$ cat src/hdl/clk_ctl_defines.svh
/*
  Offsets, field positions, reset values and counts for the clock-control block.
  Assumes a 32-bit Wishbone slave with word-aligned byte addresses.
*/
`ifndef CLK_CTL_DEFINES_SVH
`define CLK_CTL_DEFINES_SVH

// register byte offsets
`define OFS_SYSCLK_ENABLE 8'h00
`define OFS_SYSCLK_DISABLE 8'h04
`define OFS_SYSCLK_STATUS 8'h08
`define OFS_MASTER_CFG 8'h0c
`define OFS_PLL_A_CFG 8'h10
`define OFS_PM_STATUS 8'h14
`define OFS_IRQ_ENABLE 8'h18
`define OFS_IRQ_DISABLE 8'h1c
`define OFS_IRQ_MASK 8'h20
`define OFS_PROG_CFG0 8'h24
`define OFS_PROG_CFG1 8'h28
`define OFS_PROG_CFG2 8'h2c

// master_clock_config fields
`define MCK_CSS_LSB 0
`define MCK_CSS_MSB 1
`define MCK_PRESCALER_SELECT_LSB 4
`define MCK_PRESCALER_SELECT_MSB 6
`define MCK_MASTER_DIVIDER_LSB 8
`define MCK_MASTER_DIVIDER_MSB 9

// prog_clock_config fields
`define PCK_CSS_LSB 0
`define PCK_CSS_MSB 2
`define PCK_PRESCALER_SELECT_LSB 4
`define PCK_PRESCALER_SELECT_MSB 6

// address bits that pick one programmable clock register
`define PCK_IDX_LSB 2
`define PCK_IDX_MSB 3

// status, enable and interrupt bit positions
`define ST_PLL_A_LOCK 0
`define ST_MCK_READY 3
`define PCK_BIT_LSB 8
`define PCK_BIT_MSB 10

// master source codes
`define MCSS_SLOW 2'h0
`define MCSS_MAIN 2'h1
`define MCSS_PLL_A 2'h2
`define MCSS_USB_PLL 2'h3

// source vector indices
`define SRC_SLOW 3'h0
`define SRC_MAIN 3'h1
`define SRC_MASTER 3'h2
`define SRC_PLL_A 3'h3
`define SRC_USB_PLL 3'h4
`define SRC_LAST 3'h4

`define PRESCALER_SELECT_MAX 3'h6
`define SETTLE_EDGES 2'h2
`define NUM_PCK 3

`define RST_MCK_CSS 2'h0
`define RST_PRESCALER_SELECT 3'h0
`define RST_MASTER_DIVIDER 2'h0
`define RST_PCK_CSS 3'h0
`define RST_PLL_CFG 32'h00000000
`define RST_MASK3 3'h0
`define ZERO32 32'h00000000

`endif

$ cat src/hdl/clk_ctl_pkg.sv
/*
  Types for the clock-control block.
  Assumes clk_ctl_defines.svh for all numeric constants.
*/
`default_nettype none
`include "clk_ctl_defines.svh"

package clk_ctl_pkg;

  typedef struct packed {
    logic src_prev;
    logic [5:0] cnt;
    logic clk;
    logic ready;
    logic [1:0] settle;
  } div_state_t;

  typedef struct packed {
    logic [2:0] pck_en;
    logic [1:0] mck_css;
    logic [2:0] mck_prescaler_select;
    logic [1:0] master_divider;
    logic [2:0][2:0] pck_css;
    logic [2:0][2:0] pck_prescaler_select;
    logic [2:0] pck_restart;
    logic [31:0] pll_cfg;
    logic [2:0] irq_mask;
    logic mck_restart;
    logic [2:0] eff_src;
    logic lock;
    logic [2:0] master_divider_cnt;
    logic proc_prev;
    logic master_clk;
    logic ack;
    logic [31:0] dat;
  } ctl_state_t;

endpackage

`default_nettype wire

$ cat src/hdl/clk_div_if.sv
/*
  Carrier between the control core and one clock divider.
  Assumes one instance per divided clock, driven in the clk_i domain.
*/
`default_nettype none

interface clk_div_if;
  logic [2:0] sel;
  logic [2:0] prescaler_select;
  logic en;
  logic restart;
  logic clk_out;
  logic ready;

  modport ctl (output sel, output prescaler_select, output en, output restart, input clk_out, input ready);
  modport gen (input sel, input prescaler_select, input en, input restart, output clk_out, output ready);
endinterface

`default_nettype wire

$ cat src/hdl/clk_divider.sv
/*
  Selectable power-of-two clock divider with a ready flag.
  Assumes source clocks are sampled levels, slower than clk_i.
*/
`default_nettype none
`include "clk_ctl_defines.svh"

module clk_divider (
  // clock and reset
  input wire logic clk_i,
  input wire logic rst_i,
  // candidate source levels
  input wire logic [4:0] src_i,
  // control carrier
  clk_div_if.gen div
);

  clk_ctl_pkg::div_state_t st_r;
  clk_ctl_pkg::div_state_t st_nxt;
  logic src;
  logic [2:0] prescaler_select;

  always_comb begin
    src = (div.sel > `SRC_LAST) ? src_i[`SRC_SLOW] : src_i[div.sel];
    prescaler_select = (div.prescaler_select > `PRESCALER_SELECT_MAX) ? `PRESCALER_SELECT_MAX : div.prescaler_select;
    st_nxt = st_r;
    st_nxt.src_prev = src;
    if (div.restart || !div.en) begin
      st_nxt.cnt = 6'h00;
      st_nxt.clk = 1'b0;
      st_nxt.ready = 1'b0;
      st_nxt.settle = 2'h0;
    end else begin
      if (src && !st_r.src_prev) begin
        st_nxt.cnt = st_r.cnt + 6'h01;
        if (st_r.settle != `SETTLE_EDGES) begin
          st_nxt.settle = st_r.settle + 2'h1;
        end else begin
          st_nxt.ready = 1'b1;
        end
      end
      // code 0 passes the source, code n taps bit n-1 for divide by 2^n
      st_nxt.clk = (prescaler_select == 3'h0) ? src : st_nxt.cnt[prescaler_select - 3'h1];
    end
  end

  always_ff @(posedge clk_i) begin
    if (rst_i) begin
      st_r <= '0;
    end else begin
      st_r <= st_nxt;
    end
  end

  assign div.clk_out = st_r.clk;
  assign div.ready = st_r.ready;

endmodule

`default_nettype wire

$ cat src/hdl/clk_ctl.sv
/*
  Master and programmable clock control with a Wishbone register slave.
  Assumes source clocks and PLL lock arrive as levels synchronous to clk_i.
*/
// Functional notes
// master ready drops on any master source, divider or prescaler change
// software waits for master ready before using reconfigured clocks
// main or slow source: write select, wait, then prescaler, wait
// PLL source: write divider, wait, then select, wait
// PLL reprogrammed while feeding master: ready low until relock, lock first
// unlocked PLL feeding master makes master run from slow clock
// config 0x01 then 0x11 gives master as main over two
// three programmable clocks, set enable, clear disable, status, off at reset
// programmable source: main, slow, master, PLL A, USB PLL; slow default
// programmable output is source over 1..64, prescaler resets to zero
// enabled programmable clock sets ready flag and interrupt if enabled
// software waits for programmable ready by polling or interrupt
// source and prescaler taken together in one write
// software disables, reconfigures, re-enables, then waits for ready
// prescaler codes are consecutive, zero divides by one, doubling each
`default_nettype none
`include "clk_ctl_defines.svh"

module clk_ctl (
  // clock and reset
  input wire logic clk_i,
  input wire logic rst_i,
  // wishbone slave
  input wire logic cyc_i,
  input wire logic stb_i,
  input wire logic we_i,
  input wire logic [7:0] adr_i,
  input wire logic [3:0] sel_i,
  input wire logic [31:0] dat_i,
  output logic [31:0] dat_o,
  output logic ack_o,
  // source clocks and pll
  input wire logic slow_clock_i,
  input wire logic main_clock_i,
  input wire logic pll_a_clock_i,
  input wire logic usb_pll_clock_i,
  input wire logic pll_a_lock_i,
  output logic [31:0] pll_a_config_o,
  // generated clocks
  output logic proc_clock_o,
  output logic master_clock_o,
  output logic [2:0] prog_clock_out_o,
  output logic irq_o
);

  clk_ctl_pkg::ctl_state_t st_r;
  clk_ctl_pkg::ctl_state_t st_nxt;
  clk_div_if mck_if ();
  clk_div_if pck_if [`NUM_PCK] ();
  logic [2:0] pck_ready;
  logic mck_ready;
  logic [31:0] wmask;
  logic [31:0] rdat;
  logic req;
  logic wr;
  logic [2:0] src_eff;
  logic [31:0] mck_word;
  logic [31:0] pll_word;

  function automatic logic [2:0] mcss_to_src(input logic [1:0] clock_source_select);
    case (clock_source_select)
      `MCSS_MAIN: mcss_to_src = `SRC_MAIN;
      `MCSS_PLL_A: mcss_to_src = `SRC_PLL_A;
      `MCSS_USB_PLL: mcss_to_src = `SRC_USB_PLL;
      default: mcss_to_src = `SRC_SLOW;
    endcase
  endfunction

  function automatic logic [1:0] pck_index(input logic [7:0] a);
    pck_index = a[`PCK_IDX_MSB:`PCK_IDX_LSB] - 2'h1;
  endfunction

  function automatic logic [31:0] merge(input logic [31:0] old, input logic [31:0] msk);
    merge = (old & ~msk) | (dat_i & msk);
  endfunction

  // sources seen by the dividers
  logic [4:0] src_vec;
  assign src_vec = {usb_pll_clock_i, pll_a_clock_i, st_r.master_clk, main_clock_i, slow_clock_i};

  assign mck_if.sel = st_r.eff_src;
  assign mck_if.prescaler_select = st_r.mck_prescaler_select;
  assign mck_if.en = 1'b1;
  assign mck_if.restart = st_r.mck_restart;
  clk_divider mck_div (
    .clk_i(clk_i),
    .rst_i(rst_i),
    .src_i(src_vec),
    .div(mck_if.gen)
  );

  for (genvar g = 0; g < `NUM_PCK; g++) begin : g_pck
    assign pck_if[g].sel = st_r.pck_css[g];
    assign pck_if[g].prescaler_select = st_r.pck_prescaler_select[g];
    assign pck_if[g].en = st_r.pck_en[g];
    assign pck_if[g].restart = st_r.pck_restart[g];
    assign pck_ready[g] = pck_if[g].ready;
    assign prog_clock_out_o[g] = pck_if[g].clk_out;
    clk_divider pck_div (
      .clk_i(clk_i),
      .rst_i(rst_i),
      .src_i(src_vec),
      .div(pck_if[g].gen)
    );
  end

  // ready only after settling on the selected source and, on the pll, after lock
  assign mck_ready = mck_if.ready && !st_r.mck_restart
    && !(st_r.mck_css == `MCSS_PLL_A && !st_r.lock)
    && st_r.eff_src == mcss_to_src(st_r.mck_css);

  always_comb begin
    wmask = {{8{sel_i[3]}}, {8{sel_i[2]}}, {8{sel_i[1]}}, {8{sel_i[0]}}};
    req = cyc_i && stb_i;
    wr = req && we_i && st_r.ack;
    mck_word = `ZERO32;
    mck_word[`MCK_CSS_MSB:`MCK_CSS_LSB] = st_r.mck_css;
    mck_word[`MCK_PRESCALER_SELECT_MSB:`MCK_PRESCALER_SELECT_LSB] = st_r.mck_prescaler_select;
    mck_word[`MCK_MASTER_DIVIDER_MSB:`MCK_MASTER_DIVIDER_LSB] = st_r.master_divider;
    pll_word = merge(st_r.pll_cfg, wmask);
    rdat = `ZERO32;
    case (adr_i)
      `OFS_SYSCLK_STATUS: rdat[`PCK_BIT_MSB:`PCK_BIT_LSB] = st_r.pck_en;
      `OFS_MASTER_CFG: rdat = mck_word;
      `OFS_PLL_A_CFG: rdat = st_r.pll_cfg;
      `OFS_PM_STATUS: begin
        rdat[`ST_PLL_A_LOCK] = st_r.lock;
        rdat[`ST_MCK_READY] = mck_ready;
        rdat[`PCK_BIT_MSB:`PCK_BIT_LSB] = pck_ready;
      end
      `OFS_IRQ_MASK: rdat[`PCK_BIT_MSB:`PCK_BIT_LSB] = st_r.irq_mask;
      `OFS_PROG_CFG0, `OFS_PROG_CFG1, `OFS_PROG_CFG2: begin
        rdat[`PCK_CSS_MSB:`PCK_CSS_LSB] = st_r.pck_css[pck_index(adr_i)];
        rdat[`PCK_PRESCALER_SELECT_MSB:`PCK_PRESCALER_SELECT_LSB] = st_r.pck_prescaler_select[pck_index(adr_i)];
      end
      default: rdat = `ZERO32;
    endcase

    st_nxt = st_r;
    st_nxt.ack = req && !st_r.ack;
    if (req && !st_r.ack) begin
      st_nxt.dat = rdat;
    end
    st_nxt.lock = pll_a_lock_i;
    st_nxt.pck_restart = 3'h0;
    st_nxt.mck_restart = 1'b0;
    // unlocked pll falls back to the slow clock
    src_eff = (st_r.mck_css == `MCSS_PLL_A && !st_r.lock) ?
      `SRC_SLOW : mcss_to_src(st_r.mck_css);
    st_nxt.eff_src = src_eff;
    if (src_eff != st_r.eff_src) begin
      st_nxt.mck_restart = 1'b1;
    end

    if (wr) begin
      case (adr_i)
        `OFS_SYSCLK_ENABLE: st_nxt.pck_en = st_r.pck_en
          | (dat_i[`PCK_BIT_MSB:`PCK_BIT_LSB] & wmask[`PCK_BIT_MSB:`PCK_BIT_LSB]);
        `OFS_SYSCLK_DISABLE: st_nxt.pck_en = st_r.pck_en
          & ~(dat_i[`PCK_BIT_MSB:`PCK_BIT_LSB] & wmask[`PCK_BIT_MSB:`PCK_BIT_LSB]);
        `OFS_MASTER_CFG: begin
          mck_word = merge(mck_word, wmask);
          st_nxt.mck_css = mck_word[`MCK_CSS_MSB:`MCK_CSS_LSB];
          st_nxt.mck_prescaler_select = mck_word[`MCK_PRESCALER_SELECT_MSB:`MCK_PRESCALER_SELECT_LSB];
          st_nxt.master_divider = mck_word[`MCK_MASTER_DIVIDER_MSB:`MCK_MASTER_DIVIDER_LSB];
          st_nxt.mck_restart = 1'b1;
        end
        `OFS_PLL_A_CFG: begin
          st_nxt.pll_cfg = pll_word;
          if (st_r.mck_css == `MCSS_PLL_A) begin
            st_nxt.mck_restart = 1'b1;
          end
        end
        `OFS_IRQ_ENABLE: st_nxt.irq_mask = st_r.irq_mask
          | (dat_i[`PCK_BIT_MSB:`PCK_BIT_LSB] & wmask[`PCK_BIT_MSB:`PCK_BIT_LSB]);
        `OFS_IRQ_DISABLE: st_nxt.irq_mask = st_r.irq_mask
          & ~(dat_i[`PCK_BIT_MSB:`PCK_BIT_LSB] & wmask[`PCK_BIT_MSB:`PCK_BIT_LSB]);
        `OFS_PROG_CFG0, `OFS_PROG_CFG1, `OFS_PROG_CFG2: begin
          // source and prescaler land in the same write
          if (wmask[0]) begin
            st_nxt.pck_css[pck_index(adr_i)] = dat_i[`PCK_CSS_MSB:`PCK_CSS_LSB];
            st_nxt.pck_prescaler_select[pck_index(adr_i)] = dat_i[`PCK_PRESCALER_SELECT_MSB:`PCK_PRESCALER_SELECT_LSB];
            st_nxt.pck_restart[pck_index(adr_i)] = 1'b1;
          end
        end
        default: st_nxt.dat = st_r.dat;
      endcase
    end

    // master divider stage after the processor clock
    st_nxt.proc_prev = mck_if.clk_out;
    if (mck_if.clk_out && !st_r.proc_prev) begin
      st_nxt.master_divider_cnt = st_r.master_divider_cnt + 3'h1;
    end
    st_nxt.master_clk = (st_r.master_divider == `RST_MASTER_DIVIDER) ? mck_if.clk_out
      : st_nxt.master_divider_cnt[st_r.master_divider - 2'h1];
  end

  always_ff @(posedge clk_i) begin
    if (rst_i) begin
      st_r <= '0;
      st_r.mck_css <= `RST_MCK_CSS;
      st_r.mck_prescaler_select <= `RST_PRESCALER_SELECT;
      st_r.master_divider <= `RST_MASTER_DIVIDER;
      st_r.pck_en <= `RST_MASK3;
      st_r.pck_css <= {`RST_PCK_CSS, `RST_PCK_CSS, `RST_PCK_CSS};
      st_r.pck_prescaler_select <= {`RST_PRESCALER_SELECT, `RST_PRESCALER_SELECT, `RST_PRESCALER_SELECT};
      st_r.pll_cfg <= `RST_PLL_CFG;
      st_r.irq_mask <= `RST_MASK3;
      st_r.eff_src <= `SRC_SLOW;
    end else begin
      st_r <= st_nxt;
    end
  end

  assign ack_o = st_r.ack && cyc_i && stb_i;
  assign dat_o = st_r.dat;
  assign pll_a_config_o = st_r.pll_cfg;
  assign proc_clock_o = mck_if.clk_out;
  assign master_clock_o = st_r.master_clk;
  assign irq_o = |(pck_ready & st_r.irq_mask);

endmodule

`default_nettype wire

$ cat config.mk
export PLATFORM = sky130hd
export DESIGN_NAME = clk_ctl
export DESIGN_NICKNAME = d
export VERILOG_FILES = /design/src/hdl/clk_ctl_pkg.sv /design/src/hdl/clk_div_if.sv /design/src/hdl/clk_divider.sv /design/src/hdl/clk_ctl.sv
export VERILOG_INCLUDE_DIRS = /design/src /design/src/hdl
export SDC_FILE = /design/constraint.sdc
export NUM_CORES = 1
export LEC_CHECK = 0
export ABC_CLOCK_PERIOD_IN_PS = 2900
export BUFFER_PORTS_ARGS = -buffer_cell sky130_fd_sc_hd__buf_2
export CAP_MARGIN = 20
export CORE_MARGIN = 4
export CORE_UTILIZATION = 55
export CTS_CLUSTER_SIZE = 14
export DETAILED_ROUTE_END_ITERATION = 16
export PLACE_DENSITY = 0.78
export SETUP_SLACK_MARGIN = 0.2
export SLEW_MARGIN = 20
export SYNTH_ARGS = -nofsm -noshare
export SYNTH_HDL_FRONTEND = slang
export SYNTH_SLANG_ARGS = --single-unit
$ cat constraint.sdc
create_clock -name clk_i -period 2.9 [get_ports clk_i]
set_input_delay 0.58 -clock clk_i [delete_from_list [all_inputs] [get_ports clk_i]]
set_output_delay 0.58 -clock clk_i [all_outputs]
set_load 0.05 [all_outputs]
Word level (Yosys, flattened, before mapping):

Cells that the tools add are included.

* register bits after elaboration: 153
* input port bits: 54
* word-level logic and storage cells: 244

* $add $sub $neg: 15
* order comparisons: 19
* equality and inequality tests: 21
* muxes and demuxes: 68
* bitwise gates (word level): 20
* reductions and logical operators: 60

Operators by type and width (count)
* $mux 32: 3
* $and 32x32->32: 2
* $mux 6: 8
* $eq 8x5->1 const B: 4
* $eq 8x6->1 const B: 4
* $lt 3x4->1 const B: 8
* $not 32->32: 1
* $or 32x32->32: 1
* $mux 3: 9
* $add 6x1->6 const B: 4
* $bmux 1 s3: 8
* $gt 3x3->1 const B: 8
* $reduce_and 2->1: 12
* $mux 1: 23
* $mux 21: 1
* $bwmux 9: 2
* $pmux 3 s3: 2
* $eq 8x4->1 const B: 2
* $logic_and 1x1->1: 16
* $pmux 3 s5: 1
* $and 3x3->3: 4
* $bmux 3 s2: 2
* $logic_not 1->1: 12
* $logic_not 3->1: 4
* 33 further kinds: 62

Logic depth before layout (Yosys ltp):

Gate-level depths: netlist (run 1).

* word-level depth: 9
* depth in mapped cells: 11
* depth with buffers taken out: 10

Modules after synthesis:

A second synthesis (run 1) with hierarchy kept.

* cells, all modules: 870
* area, all modules: 8071.5 um2

Modules (own cells, without submodules)
* clk_ctl: instances 1, cells each 558, area an instance 5263.8 um2, seq. area each 2182.1 um2
* clk_divider: instances 4, cells each 78, area an instance 701.9 um2, seq. area each 220.2 um2

Least setup slack after synthesis (run 1):

No wires, ideal clock.

* path type: in2reg
* start point: input port cyc_i
* end point: register with a tool-made name
* library setup time: 0.128 ns
* arrival: 2.245 ns
* data required time: 2.772 ns
* slack: 0.528 ns
* stages: 7
* cell sequence: and3_1 -> and2_1 -> clkbuf_1 -> nand2_1 -> nor3_4 -> mux2i_1 -> nor2_1

RTL lines
* from (decl): line clk_ctl.sv:29 `input wire logic cyc_i,`

==> load_flow_metrics.sql, run 1 <==
INSERT INTO impl_metrics (metric_group, metric, value, unit) VALUES
('worst_setup_path', 'critical_path.cell_chain', 'buf_2 -> inv_1 -> ha_1 -> nand2_1 -> nor2_2 -> nand3_1 -> mux2i_1 -> nor2_1', ''),
('route', 'antenna_violating_nets_post_route', '0', ''),
('synthesis', 'synth.yosys.warnings', '0', ''),
('worst_setup_path', 'critical-path-slowest-cell', 'sky130_fd_sc_hd__nand3_1', ''),
('cells_and_area', 'drive_above_1_share', '20.0', '%'),
('worst_setup_path', 'worst_ep_arrival_time', '2.57', 'ns'),
('worst_setup_path', 'critPathLaunchType', 'input port', ''),
('synthesis', 'synth_ff_type', 'sky130_fd_sc_hd__dfxtp_1', ''),
('floorplanning', 'start_util', '57.2', '%'),
('floorplanning', 'io_pins', '125', ''),
('synthesis', 'syn_inst', '887', ''),
('synthesis', 'seq_area_frac_synth', '39.8', '%'),
('clock_network', 'clock_tree.root_cell', 'sky130_fd_sc_hd__clkbuf_16', ''),
('place', 'portBuffers', '124', ''),
('worst_setup_path', 'critPathMaxStageDelay', '0.48', 'ns'),
('synthesis', 'post_synth.cell_area_avg', '8.67', 'um^2'),
('worst_setup_path', 'timing.rr.start', 'master_clock_o', ''),
('timing', 'setup_viol', '0', ''),
('clock_network', 'cts_htree_levels', '4', ''),
('global_route', 'maximum_number_of_pins_on_one_net_before_global_route_repair', '57', ''),
('route', 'drt-pass1-iter-count', '7', ''),
('run', 'timing.max_cap.violations', '0', ''),
('synthesis', 'synth.largest_area_cell', 'sky130_fd_sc_hd__dfxtp_1', ''),
('synthesis', 'synth.cell_area', '0.00769', 'mm^2'),
('clock_network', 'cts.repair_timing.setup_buffer_count', '0', ''),
('timing', 'max_freq', '0.439', 'GHz'),
('clock_network', 'cts.clk_slew.worst_paths', '0.06', 'ns'),
('global_route', 'first_global_vias', '5799', ''),
('worst_setup_path', 'worst_reg2reg_path_length_in_cells', '7', ''),
('worst_hold_path', 'hold_path.class', 'input port to register', ''),
('timing', 'skew', '0.0109', 'ns'),
('synthesis', 'synthArstFlopShare', '0', '%'),
('place', 'globalplace.congestion', '0.896', ''),
('place', 'hpwlAfterDp', '13100', 'um'),
('worst_setup_path', 'worstPathMaxFanout', '10', ''),
('worst_setup_path', 'timing.critical_path.required', '3.19', 'ns'),
('clock_network', 'clkSinkCount', '153', ''),
('clock_network', 'postCtsHoldBufs', '0', ''),
('pwr', 'static_leakage', '3.69', 'nW'),
('synthesis', 'post_synth_edffs', '0', ''),
('timing', 'finalSetupTns', '0', 'ns'),
('timing', 'worst_rel_slew_slack', '59.5', '%'),
('cells_and_area', 'final_core_utilization', '63.5', '%'),
('worst_setup_path', 'cp.buffers_inverters', '2', ''),
('global_route', 'antenna_found_initial', '1', ''),
('pwr', 'vdd_ir_drop_max', '0.369', 'mV'),
('worst_setup_path', 'r2r_end', 'g_pck[1].pck_div.div.clk_out', ''),
('global_route', 'grt_pass1_wl', '29400', 'um'),
('route', 'routed_vias_inst', '5.57', ''),
('cells_and_area', 'final_net_count', '1016', ''),
('timing', 'finalMaxSlewViolations', '0', ''),
('route', 'post-route-drc-count', '0', ''),
('worst_hold_path', 'timing.hold.worst_path_depth', '2', ''),
('floorplanning', 'fp.dieH', '126', 'um'),
('synthesis', 'yosys.cell_types.count', '71', ''),
('cells_and_area', 'final_cell_mix', 'sky130_fd_sc_hd__dfxtp_1 (153), sky130_fd_sc_hd__nor2_1 (151), sky130_fd_sc_hd__buf_2 (123)', ''),
('synthesis', 'syn-num-nets', '963', ''),
('timing', 'grt_setup_unrepaired', 'no', ''),
('synthesis', 'ys_seq_elements', '153', ''),
('route', 'initial_detailed_routing_violation_count', '484', ''),
('timing', 'hold_viol_final', '0', ''),
('route', 'postRouteWirelength', '17900', 'um'),
('timing', 'clock_period_minus_worst_slack', '2.28', 'ns'),
('worst_setup_path', 'timing_worst_setup_path_type', 'input port to register', ''),
('run_status', 'run_status', 'complete, no violations', ''),
('cells_and_area', 'flow.area_growth_from_synthesis', '11.2', '%'),
('global_route', 'global_route.usage.total', '22.6', '%'),
('worst_setup_path', 'critical-path-top-delay-family', 'simple AND/OR/NAND/NOR gates', ''),
('clock_network', 'cts_buffers', '17', ''),
('timing', 'min_period_over_period', '78.6', '%'),
('synthesis', 'synthDominantCellAreaShare', '39.8', '%');
-- stage by stage --
stage / worst slack [ns] / instances / instance area [um^2] / hold slack, ns
detailed placement: 0.192 / 1097 / 7990 / 0.442
CTS: 0.648 / 1127 / 8540 / 0.356
finish: 0.621 / 1128 / 8550 / 0.372
global route: 0.376 / 1127 / 8540 / 0.356
floorplan: 0.528 / 887 / 7690 / 0.429
global placement: 0.273 / 1097 / 7990 / 0.439
-- Yosys cell counts (4+ instances only) --
library cell               instances
sky130_fd_sc_hd__dfxtp_1         153
sky130_fd_sc_hd__nor2_1          152
sky130_fd_sc_hd__mux2i_1          77
sky130_fd_sc_hd__buf_4            67
sky130_fd_sc_hd__nand2_1          66
sky130_fd_sc_hd__a21oi_1          47
sky130_fd_sc_hd__nand3_1          40
sky130_fd_sc_hd__clkbuf_1         28
sky130_fd_sc_hd__ha_1             22
sky130_fd_sc_hd__inv_1            20
sky130_fd_sc_hd__nor3_1           18
sky130_fd_sc_hd__xnor2_1          17
sky130_fd_sc_hd__nor2b_1          14
sky130_fd_sc_hd__a211oi_1         13
sky130_fd_sc_hd__xor2_1           13
sky130_fd_sc_hd__a221oi_1          8
sky130_fd_sc_hd__a31oi_1           8
sky130_fd_sc_hd__and2_1            8
sky130_fd_sc_hd__nand2b_1          8
sky130_fd_sc_hd__a22oi_1           5
sky130_fd_sc_hd__nand4_1           5
sky130_fd_sc_hd__nor3b_1           5
sky130_fd_sc_hd__o21ai_0           5
sky130_fd_sc_hd__o22ai_1           5
sky130_fd_sc_hd__and3_1            4
sky130_fd_sc_hd__buf_1             4
sky130_fd_sc_hd__buf_2             4
sky130_fd_sc_hd__o21ai_1           4
-- kinds of logic after synthesis --
kind of cell	share of synthesized area, %
buffers and inverters	9.34
flip-flops	39.8
multiplexers	10.3
AND/OR/NAND/NOR	21.6
XOR/XNOR	3.42
adder cells (fa/ha/maj)	3.58
AO/OA/AOI/OAI	11.9
-- how the worst max path moves through the flow --
stage,start,end,cells after the start
floorplan,cyc_i,register,7
global placement,adr_i[2],register,8
finish,adr_i[2],register,8
global route,adr_i[2],register,8
detailed placement,adr_i[2],register,8
CTS,adr_i[2],register,8
-- layout make-up --
cell class | count | area [um^2]
sequential | 153 | 3060
multi-input combinational | 611 | 3910
fill | 1171 | 4910
inverter | 20 | 75.1
clock inverter | 12 | 126
timing repair buffer | 137 | 721
clock buffer | 18 | 429
tap | 176 | 220
antenna | 1 | 2.50
-- layer usage --
layer	GRT usage (%)	wire, um
met5	0	13
met4	7.44	320
met3	5.04	1080
met2	35.9	8360
met1	30.5	8160
-- worst register-to-register path, delay by kind of cell, from the launching register on --
family | cells | cell delay (ns)
DFF | 1 | 0.46
AOI/OAI and AO/OA | 3 | 0.93
muxes | 2 | 0.23
and+or+nand+nor | 2 | 0.46
-- report_power, final --
group | total, mW | internal, mW | switching (mW)
Sequential | 2.15 | 2.13 | 0.0206
Combinational | 0.284 | 0.0972 | 0.187
Clock | 2.10 | 1.25 | 0.845
(Power assumes the default switching activity.)
==> inputs of run 2 (changes only) <==
--- a/config.mk
+++ b/config.mk
@@ -6,7 +6,7 @@
 export SDC_FILE = /design/constraint.sdc
 export NUM_CORES = 1
 export LEC_CHECK = 0
-export ABC_CLOCK_PERIOD_IN_PS = 2900
+export ABC_CLOCK_PERIOD_IN_PS = 2140
 export BUFFER_PORTS_ARGS = -buffer_cell sky130_fd_sc_hd__buf_2
 export CAP_MARGIN = 20
 export CORE_MARGIN = 4
==> constraint.sdc (replaced) <==
create_clock -name clk_i -period 2.14 [get_ports clk_i]
set_input_delay 0.428 -clock clk_i [delete_from_list [all_inputs] [get_ports clk_i]]
set_output_delay 0.428 -clock clk_i [all_outputs]
set_load 0.05 [all_outputs]
==> run 2 against run 1 <==
Sequential share of layout area decreased by 1.9 points. Flip-flop and latch count unchanged. Critical path depth decreased by 1. Final cell count increased by 3.5%. Global-route usage increased by 1.5 points. Sequential power increased by 35%. Cell area increased by 6.1%. Setup slack got worse by 0.45 ns. Routed wire length increased by 6.9%. First-iteration DRC count increased by 15%. Die area unchanged.
==> load_flow_metrics.sql, run 2 (synthesis gave the netlist of run 1 again) <==
INSERT INTO impl_metrics (metric_group, metric, value, unit) VALUES
('timing', 'grt_setup_unrepaired', 'yes', ''),
('timing', 'finalMaxSlewViolations', '0', ''),
('worst_setup_path', 'worstPathMaxFanout', '5', ''),
('global_route', 'antenna_found_initial', '0', ''),
('worst_setup_path', 'critPathMaxStageDelay', '0.49', 'ns'),
('timing', 'finalSetupTns', '0', 'ns'),
('timing', 'skew', '0.00981', 'ns'),
('worst_setup_path', 'cp.buffers_inverters', '0', ''),
('run_status', 'run_status', 'complete, no violations', ''),
('pwr', 'internal_power', '4.70', 'mW'),
('cells_and_area', 'flow.area_growth_from_synthesis', '18.0', '%'),
('place', 'hpwlAfterDp', '13900', 'um'),
('worst_setup_path', 'critical_path.endpoint_type', 'register', ''),
('global_route', 'first_global_vias', '6255', ''),
('route', 'post-route-drc-count', '0', ''),
('clock_network', 'cts_tree', 'built', ''),
('floorplanning', 'start_util', '57.2', '%'),
('floorplanning', 'fp.dieH', '126', 'um'),
('place', 'pre_cts_slack', '-0.0258', 'ns'),
('pwr', 'power.combinational.fraction', '7.0', '%'),
('global_route', 'maximum_number_of_pins_on_one_net_before_global_route_repair', '38', ''),
('worst_setup_path', 'critPathLaunchType', 'register', ''),
('timing', 'worst_rel_slew_slack', '69.9', '%'),
('timing', 'clock_period_minus_worst_slack', '1.97', 'ns'),
('timing', 'max_slew.worst_pin.slew', '0.451', 'ns'),
('cells_and_area', 'leading_cell_type_in_the_layout_fill_and_taps_excluded', 'sky130_fd_sc_hd__nor2_1', ''),
('clock_network', 'clock_tree.root_cell', 'sky130_fd_sc_hd__clkbuf_16', ''),
('clock_network', 'postCtsHoldBufs', '0', ''),
('place', 'globalplace.congestion', '0.884', ''),
('route', 'drt-pass1-iter-count', '6', ''),
('timing', 'min_period_over_period', '92.1', '%'),
('worst_setup_path', 'timing_worst_setup_path_type', 'register to register', ''),
('cells_and_area', 'diodes', '0', ''),
('pwr', 'vdd_ir_drop_max', '0.633', 'mV'),
('worst_setup_path', 'critical-path-top-delay-family', 'multiplexers', ''),
('pwr', 'p_switching', '1.55', 'mW'),
('place', 'portBuffers', '124', ''),
('timing', 'finalWorstSetupSlack', '0.169', 'ns'),
('clock_network', 'cts_htree_levels', '4', ''),
('clock_network', 'clkSinkCount', '153', ''),
('clock_network', 'cts.clk_slew.worst_paths', '0.07', 'ns'),
('global_route', 'grt_pass1_wl', '31300', 'um'),
('global_route', 'grt_overflow_total', '0', ''),
('floorplanning', 'die_width', '126', 'um'),
('clock_network', 'worst_skew_pair.late_latency', '0.43', 'ns'),
('floorplanning', 'die_area', '0.0159', 'mm^2'),
('route', 'vias', '6535', ''),
('pwr', 'pwr-share-seq', '46.4', '%'),
('worst_hold_path', 'hold_path.class', 'input port to register', ''),
('cells_and_area', 'final_core_utilization', '67.4', '%'),
('floorplanning', 'std_cell_rows', '42', ''),
('route', 'postRouteWirelength', '19200', 'um'),
('floorplanning', 'io_pins', '125', ''),
('worst_setup_path', 'critical-path-slowest-cell', 'sky130_fd_sc_hd__mux4_2', ''),
('pwr', 'switching_share', '24.9', '%'),
('place', 'post_dp_cell_area', '0.00837', 'mm^2'),
('timing', 'final.hold.worst_slack', '0.229', 'ns'),
('route', 'routed_wirelength_normalized_by_instance_count', '16.4', 'um'),
('worst_setup_path', 'critical_path.cell_chain', 'mux4_2 -> nor2b_4 -> nor2_4 -> nor4_2 -> xnor2_1 -> a31oi_1 -> a211o_1', ''),
('timing', 'max_freq', '0.507', 'GHz'),
('cells_and_area', 'drive_above_1_share', '26.4', '%'),
('pwr', 'power.density_cell_area', '689', 'mW/mm^2'),
('clock_network', 'cts_buffers', '17', ''),
('route', 'initial_detailed_routing_violation_count', '555', ''),
('floorplanning', 'coreArea', '0.0135', 'mm^2'),
('route', 'antenna_violating_nets_post_route', '0', ''),
('run', 'timing.max_cap.violations', '0', ''),
('clock_network', 'max-clock-path-buffers', '2', ''),
('route', 'routed_vias_inst', '5.60', ''),
('cells_and_area', 'fin_area', '0.00907', 'mm^2'),
('pwr', 'static_leakage', '3.94', 'nW'),
('timing', 'setup_viol', '0', ''),
('timing', 'hold_viol_final', '0', ''),
('cells_and_area', 'final_net_count', '1055', ''),
('global_route', 'global_route.usage.total', '24.1', '%'),
('pwr', 'power_frac_clock', '46.6', '%'),
('cells_and_area', 'final_cell_mix', 'sky130_fd_sc_hd__nor2_1 (150), sky130_fd_sc_hd__dfxtp_1 (145), sky130_fd_sc_hd__buf_2 (123)', ''),
('worst_setup_path', 'worst_ep_arrival_time', '2.29', 'ns'),
('worst_setup_path', 'timing.critical_path.required', '2.46', 'ns');
[run 2: cell types whose count changed in the layout (fill, tap and decap cells not counted), sizes merged]
cell / delta
diode: -1
buf: +39
bufinv: -1
inv: +3
[run 2: per-stage QoR]
step | std cells | total power [mW]
6_report | 1168 | 6.25
2_1_floorplan | 887 | 3.23
4_1_cts | 1166 | 6.29
3_5_place_dp | 1132 | 3.39
5_1_grt | 1168 | 6.46
3_3_place_gp | 1132 | 3.39
[run 2: worst paths after layout]
| kind | start | endpoint | slack, ns | cells past startpoint |
|---|---|---|---|---|
| hold / removal | dat_i[19] | register | 0.23 | 3 |
| hold reg to reg | dat_o[23] | dat_o[23] | 0.45 | 2 |
| setup / recovery | pck_if[2].sel[0] | g_pck[2].pck_div.div.clk_out | 0.17 | 7 |
| setup reg to reg | pck_if[2].sel[0] | g_pck[2].pck_div.div.clk_out | 0.17 | 7 |
[run 2: final cells by class]
| class | instances | area [um^2] |
|---|---|---|
| clock buffers | 18 | 439 |
| multi-input cells | 611 | 4040 |
| flip-flops and latches | 153 | 3080 |
| fillers | 1076 | 4380 |
| well taps | 176 | 220 |
| clock inverters | 14 | 135 |
| repair buffers | 176 | 1080 |
| inverters | 20 | 75.1 |
[run 2: repair_timing]
action,in CTS,in global routing
gates resized for setup,9,20
pin swaps,4,10
setup buffers,2,2
setup endpoints to repair,8,27
[run 2: layer usage]
metal  share of wire [%]  GRT usage [%]
met5                   0              0
met4                 2.8           9.65
met3                 6.4           5.25
met2                  47           39.1
met1                  44           31.4
[run 2: tightest hold or removal path, delay by kind of cell]
family                 cells  cell delay, ns
buffers and inverters      1            0.07
AND/OR/NAND/NOR            1            0.07
multiplexers               1            0.05
[run 2: power by group through the flow]
stage | sequential, mW | clock [mW] | combinational [mW]
final | 2.90 | 2.91 | 0.438
after global routing | 2.90 | 3.08 | 0.477
after CTS | 2.90 | 2.96 | 0.430
after detailed placement | 2.97 | 0 | 0.425
after global placement | 2.97 | 0 | 0.421
after floorplan | 2.97 | 0 | 0.265
==> inputs of run 3 (changes only) <==
--- a/config.mk
+++ b/config.mk
@@ -7,7 +7,7 @@
 export NUM_CORES = 1
 export LEC_CHECK = 0
 export ABC_CLOCK_PERIOD_IN_PS = 2140
-export BUFFER_PORTS_ARGS = -buffer_cell sky130_fd_sc_hd__buf_2
+export BUFFER_PORTS_ARGS = -buffer_cell sky130_fd_sc_hd__buf_4
 export CAP_MARGIN = 20
 export CORE_MARGIN = 4
 export CORE_UTILIZATION = 55
==> run 3 against run 2 <==
First-iteration DRC count is 9.5% lower. Critical path type unchanged. Routed wire length up 0.89%. Power decreased by 0.82%. Hold slack improved by 0.0076 ns. Sequential power barely moved. Utilization rose by 2.3 points. Clock skew fell by 0.0036 ns. Maximum frequency shrank 1.6%. Critical path depth stayed put. Global-route usage decreased by 0.37 points. Setup slack got worse by 0.033 ns. Combinational power rose by 6.8%.
==> load_flow_metrics.sql, run 3 (synthesis gave the netlist of run 1 again) <==
INSERT INTO impl_metrics (metric_group, metric, value, unit) VALUES
('run_status', 'run_status', 'complete, no violations', ''),
('timing', 'finalSetupTns', '0', 'ns'),
('timing', 'max_slew.worst_pin.slew', '0.496', 'ns'),
('timing', 'clock_period_minus_worst_slack', '2.00', 'ns'),
('cells_and_area', 'final_cell_mix', 'sky130_fd_sc_hd__buf_4 (166), sky130_fd_sc_hd__nor2_1 (149), sky130_fd_sc_hd__dfxtp_1 (143)', ''),
('timing', 'grt_setup_unrepaired', 'yes', ''),
('timing', 'hold_viol_final', '0', ''),
('floorplanning', 'io_pins', '125', ''),
('worst_setup_path', 'worst_ep_arrival_time', '2.30', 'ns'),
('clock_network', 'cts.clk_slew.worst_paths', '0.06', 'ns'),
('cells_and_area', 'diodes', '0', ''),
('timing', 'min_period_over_period', '93.6', '%'),
('clock_network', 'clock_tree.root_cell', 'sky130_fd_sc_hd__clkbuf_16', ''),
('worst_setup_path', 'critical_path.endpoint_type', 'register', ''),
('global_route', 'grt_overflow_total', '0', ''),
('floorplanning', 'start_util', '57.2', '%'),
('floorplanning', 'coreArea', '0.0135', 'mm^2'),
('clock_network', 'cts_tree', 'built', ''),
('clock_network', 'cts_buffers', '17', ''),
('timing', 'finalMaxSlewViolations', '0', ''),
('place', 'hpwlAfterDp', '14000', 'um'),
('route', 'routed_wirelength_normalized_by_instance_count', '16.6', 'um'),
('worst_setup_path', 'critPathLaunchType', 'register', ''),
('route', 'vias', '6495', ''),
('route', 'drt-pass1-iter-count', '5', ''),
('floorplanning', 'fp.dieH', '126', 'um'),
('cells_and_area', 'leading_cell_type_in_the_layout_fill_and_taps_excluded', 'sky130_fd_sc_hd__buf_4', ''),
('floorplanning', 'std_cell_rows', '42', ''),
('cells_and_area', 'post_layout_nonfiller_instances', '1163', ''),
('global_route', 'global_route.usage.total', '23.7', '%'),
('clock_network', 'postCtsHoldBufs', '0', ''),
('place', 'portBuffers', '124', ''),
('timing', 'max_freq', '0.499', 'GHz'),
('worst_hold_path', 'hold_path.class', 'input port to register', ''),
('pwr', 'vdd_ir_drop_max', '0.570', 'mV'),
('timing', 'setup_viol', '0', ''),
('route', 'initial_detailed_routing_violation_count', '502', ''),
('timing', 'skew', '0.00618', 'ns'),
('floorplanning', 'die_area', '0.0159', 'mm^2'),
('route', 'post-route-drc-count', '0', ''),
('worst_setup_path', 'worstPathMaxFanout', '6', ''),
('cells_and_area', 'final_net_count', '1052', ''),
('timing', 'worst_rel_slew_slack', '66.1', '%'),
('cells_and_area', 'drive_above_1_share', '26.5', '%'),
('place', 'globalplace.congestion', '0.881', ''),
('worst_setup_path', 'timing_worst_setup_path_type', 'register to register', ''),
('worst_setup_path', 'timing.critical_path.required', '2.44', 'ns'),
('clock_network', 'cts_htree_levels', '4', ''),
('global_route', 'antenna_found_initial', '0', ''),
('cells_and_area', 'flow.area_growth_from_synthesis', '22.0', '%'),
('clock_network', 'worst_skew_pair.late_latency', '0.41', 'ns'),
('clock_network', 'max-clock-path-buffers', '2', ''),
('route', 'postRouteWirelength', '19300', 'um'),
('global_route', 'maximum_number_of_pins_on_one_net_before_global_route_repair', '80', ''),
('route', 'antenna_violating_nets_post_route', '0', ''),
('run', 'timing.max_cap.violations', '0', ''),
('pwr', 'power.density_cell_area', '661', 'mW/mm^2'),
('floorplanning', 'die_width', '126', 'um'),
('clock_network', 'clkSinkCount', '153', ''),
('place', 'placed_cells', '1126', ''),
('pwr', 'static_leakage', '3.96', 'nW'),
('global_route', 'grt_pass1_wl', '30800', 'um'),
('route', 'routed_vias_inst', '5.58', ''),
('global_route', 'first_global_vias', '6181', '');
==> run 3: cell types whose count changed in the layout (fill, tap and decap cells not counted), sizes merged <==
cell and change:
inv -4, clkbuf +2, buf -3
==> run 3: worst paths after layout <==
check | from | slack (ns) | depth (start not counted) | endpoint
max | mck_if.sel[1] | 0.14 | 7 | mck_div.div.clk_out
min | pll_a_lock_i | 0.24 | 2 | st_r[38]
max reg2reg | mck_if.sel[1] | 0.14 | 7 | mck_div.div.clk_out
min reg2reg | dat_o[25] | 0.45 | 2 | dat_o[25]
==> run 3: layer usage <==
layer / global-route usage, % / wire (um)
met1: 30.3 / 8620
met2: 39.4 / 9270
met3: 6.10 / 1110
met4: 7.63 / 337
met5: 0 / 0
==> run 3: power breakdown <==
part	leakage (nW)	internal (mW)	total, mW	switching [mW]
registers	1.24	2.87	2.90	0.0292
clock network	0.275	1.68	2.83	1.15
logic	2.44	0.198	0.468	0.270
==> run 3: area by class of cell <==
| cell class | instances | area [um^2] |
|---|---|---|
| inverters | 20 | 75.1 |
| repair buffers | 173 | 1380 |
| well taps | 176 | 220 |
| fillers | 1092 | 4070 |
| flip-flops and latches | 153 | 3090 |
| multi-input cells | 611 | 4060 |
| clock buffers | 20 | 467 |
| clock inverters | 10 | 95.1 |
==> run 3: metrics by stage <==
stage | cell area [um^2] | total power [mW] | setup slack (ns) | utilization (%) | hold slack (ns)
finish | 9380 | 6.20 | 0.137 | 69.7 | 0.237
global route | 9380 | 6.43 | 0.0389 | 69.7 | 0.241
CTS | 9250 | 6.24 | 0.158 | 68.8 | 0.221
detailed placement | 8640 | 3.42 | 0.0225 | 64.2 | 0.445
global placement | 8640 | 3.42 | 0.0558 | 64.2 | 0.439
floorplan | 7740 | 3.23 | 0.176 | - | 0.429
==> run 3: worst max-delay path, cell delays in order (launching register included) <==
cell	delay [ns]
sky130_fd_sc_hd__dfxtp_4	0.38
sky130_fd_sc_hd__buf_4	0.15
sky130_fd_sc_hd__o31ai_4	0.30
sky130_fd_sc_hd__nor2_1	0.11
sky130_fd_sc_hd__a2111oi_0	0.44
sky130_fd_sc_hd__a2111oi_0	0.16
sky130_fd_sc_hd__a221oi_1	0.25
sky130_fd_sc_hd__o21ai_1	0.09
==> run 3: what timing repair did <==
item                                    CTS  global route
endpoints found under the setup margin    3            25
setup buffers                             3             4
gates resized for setup                   7            27
pin swaps                                 4            14
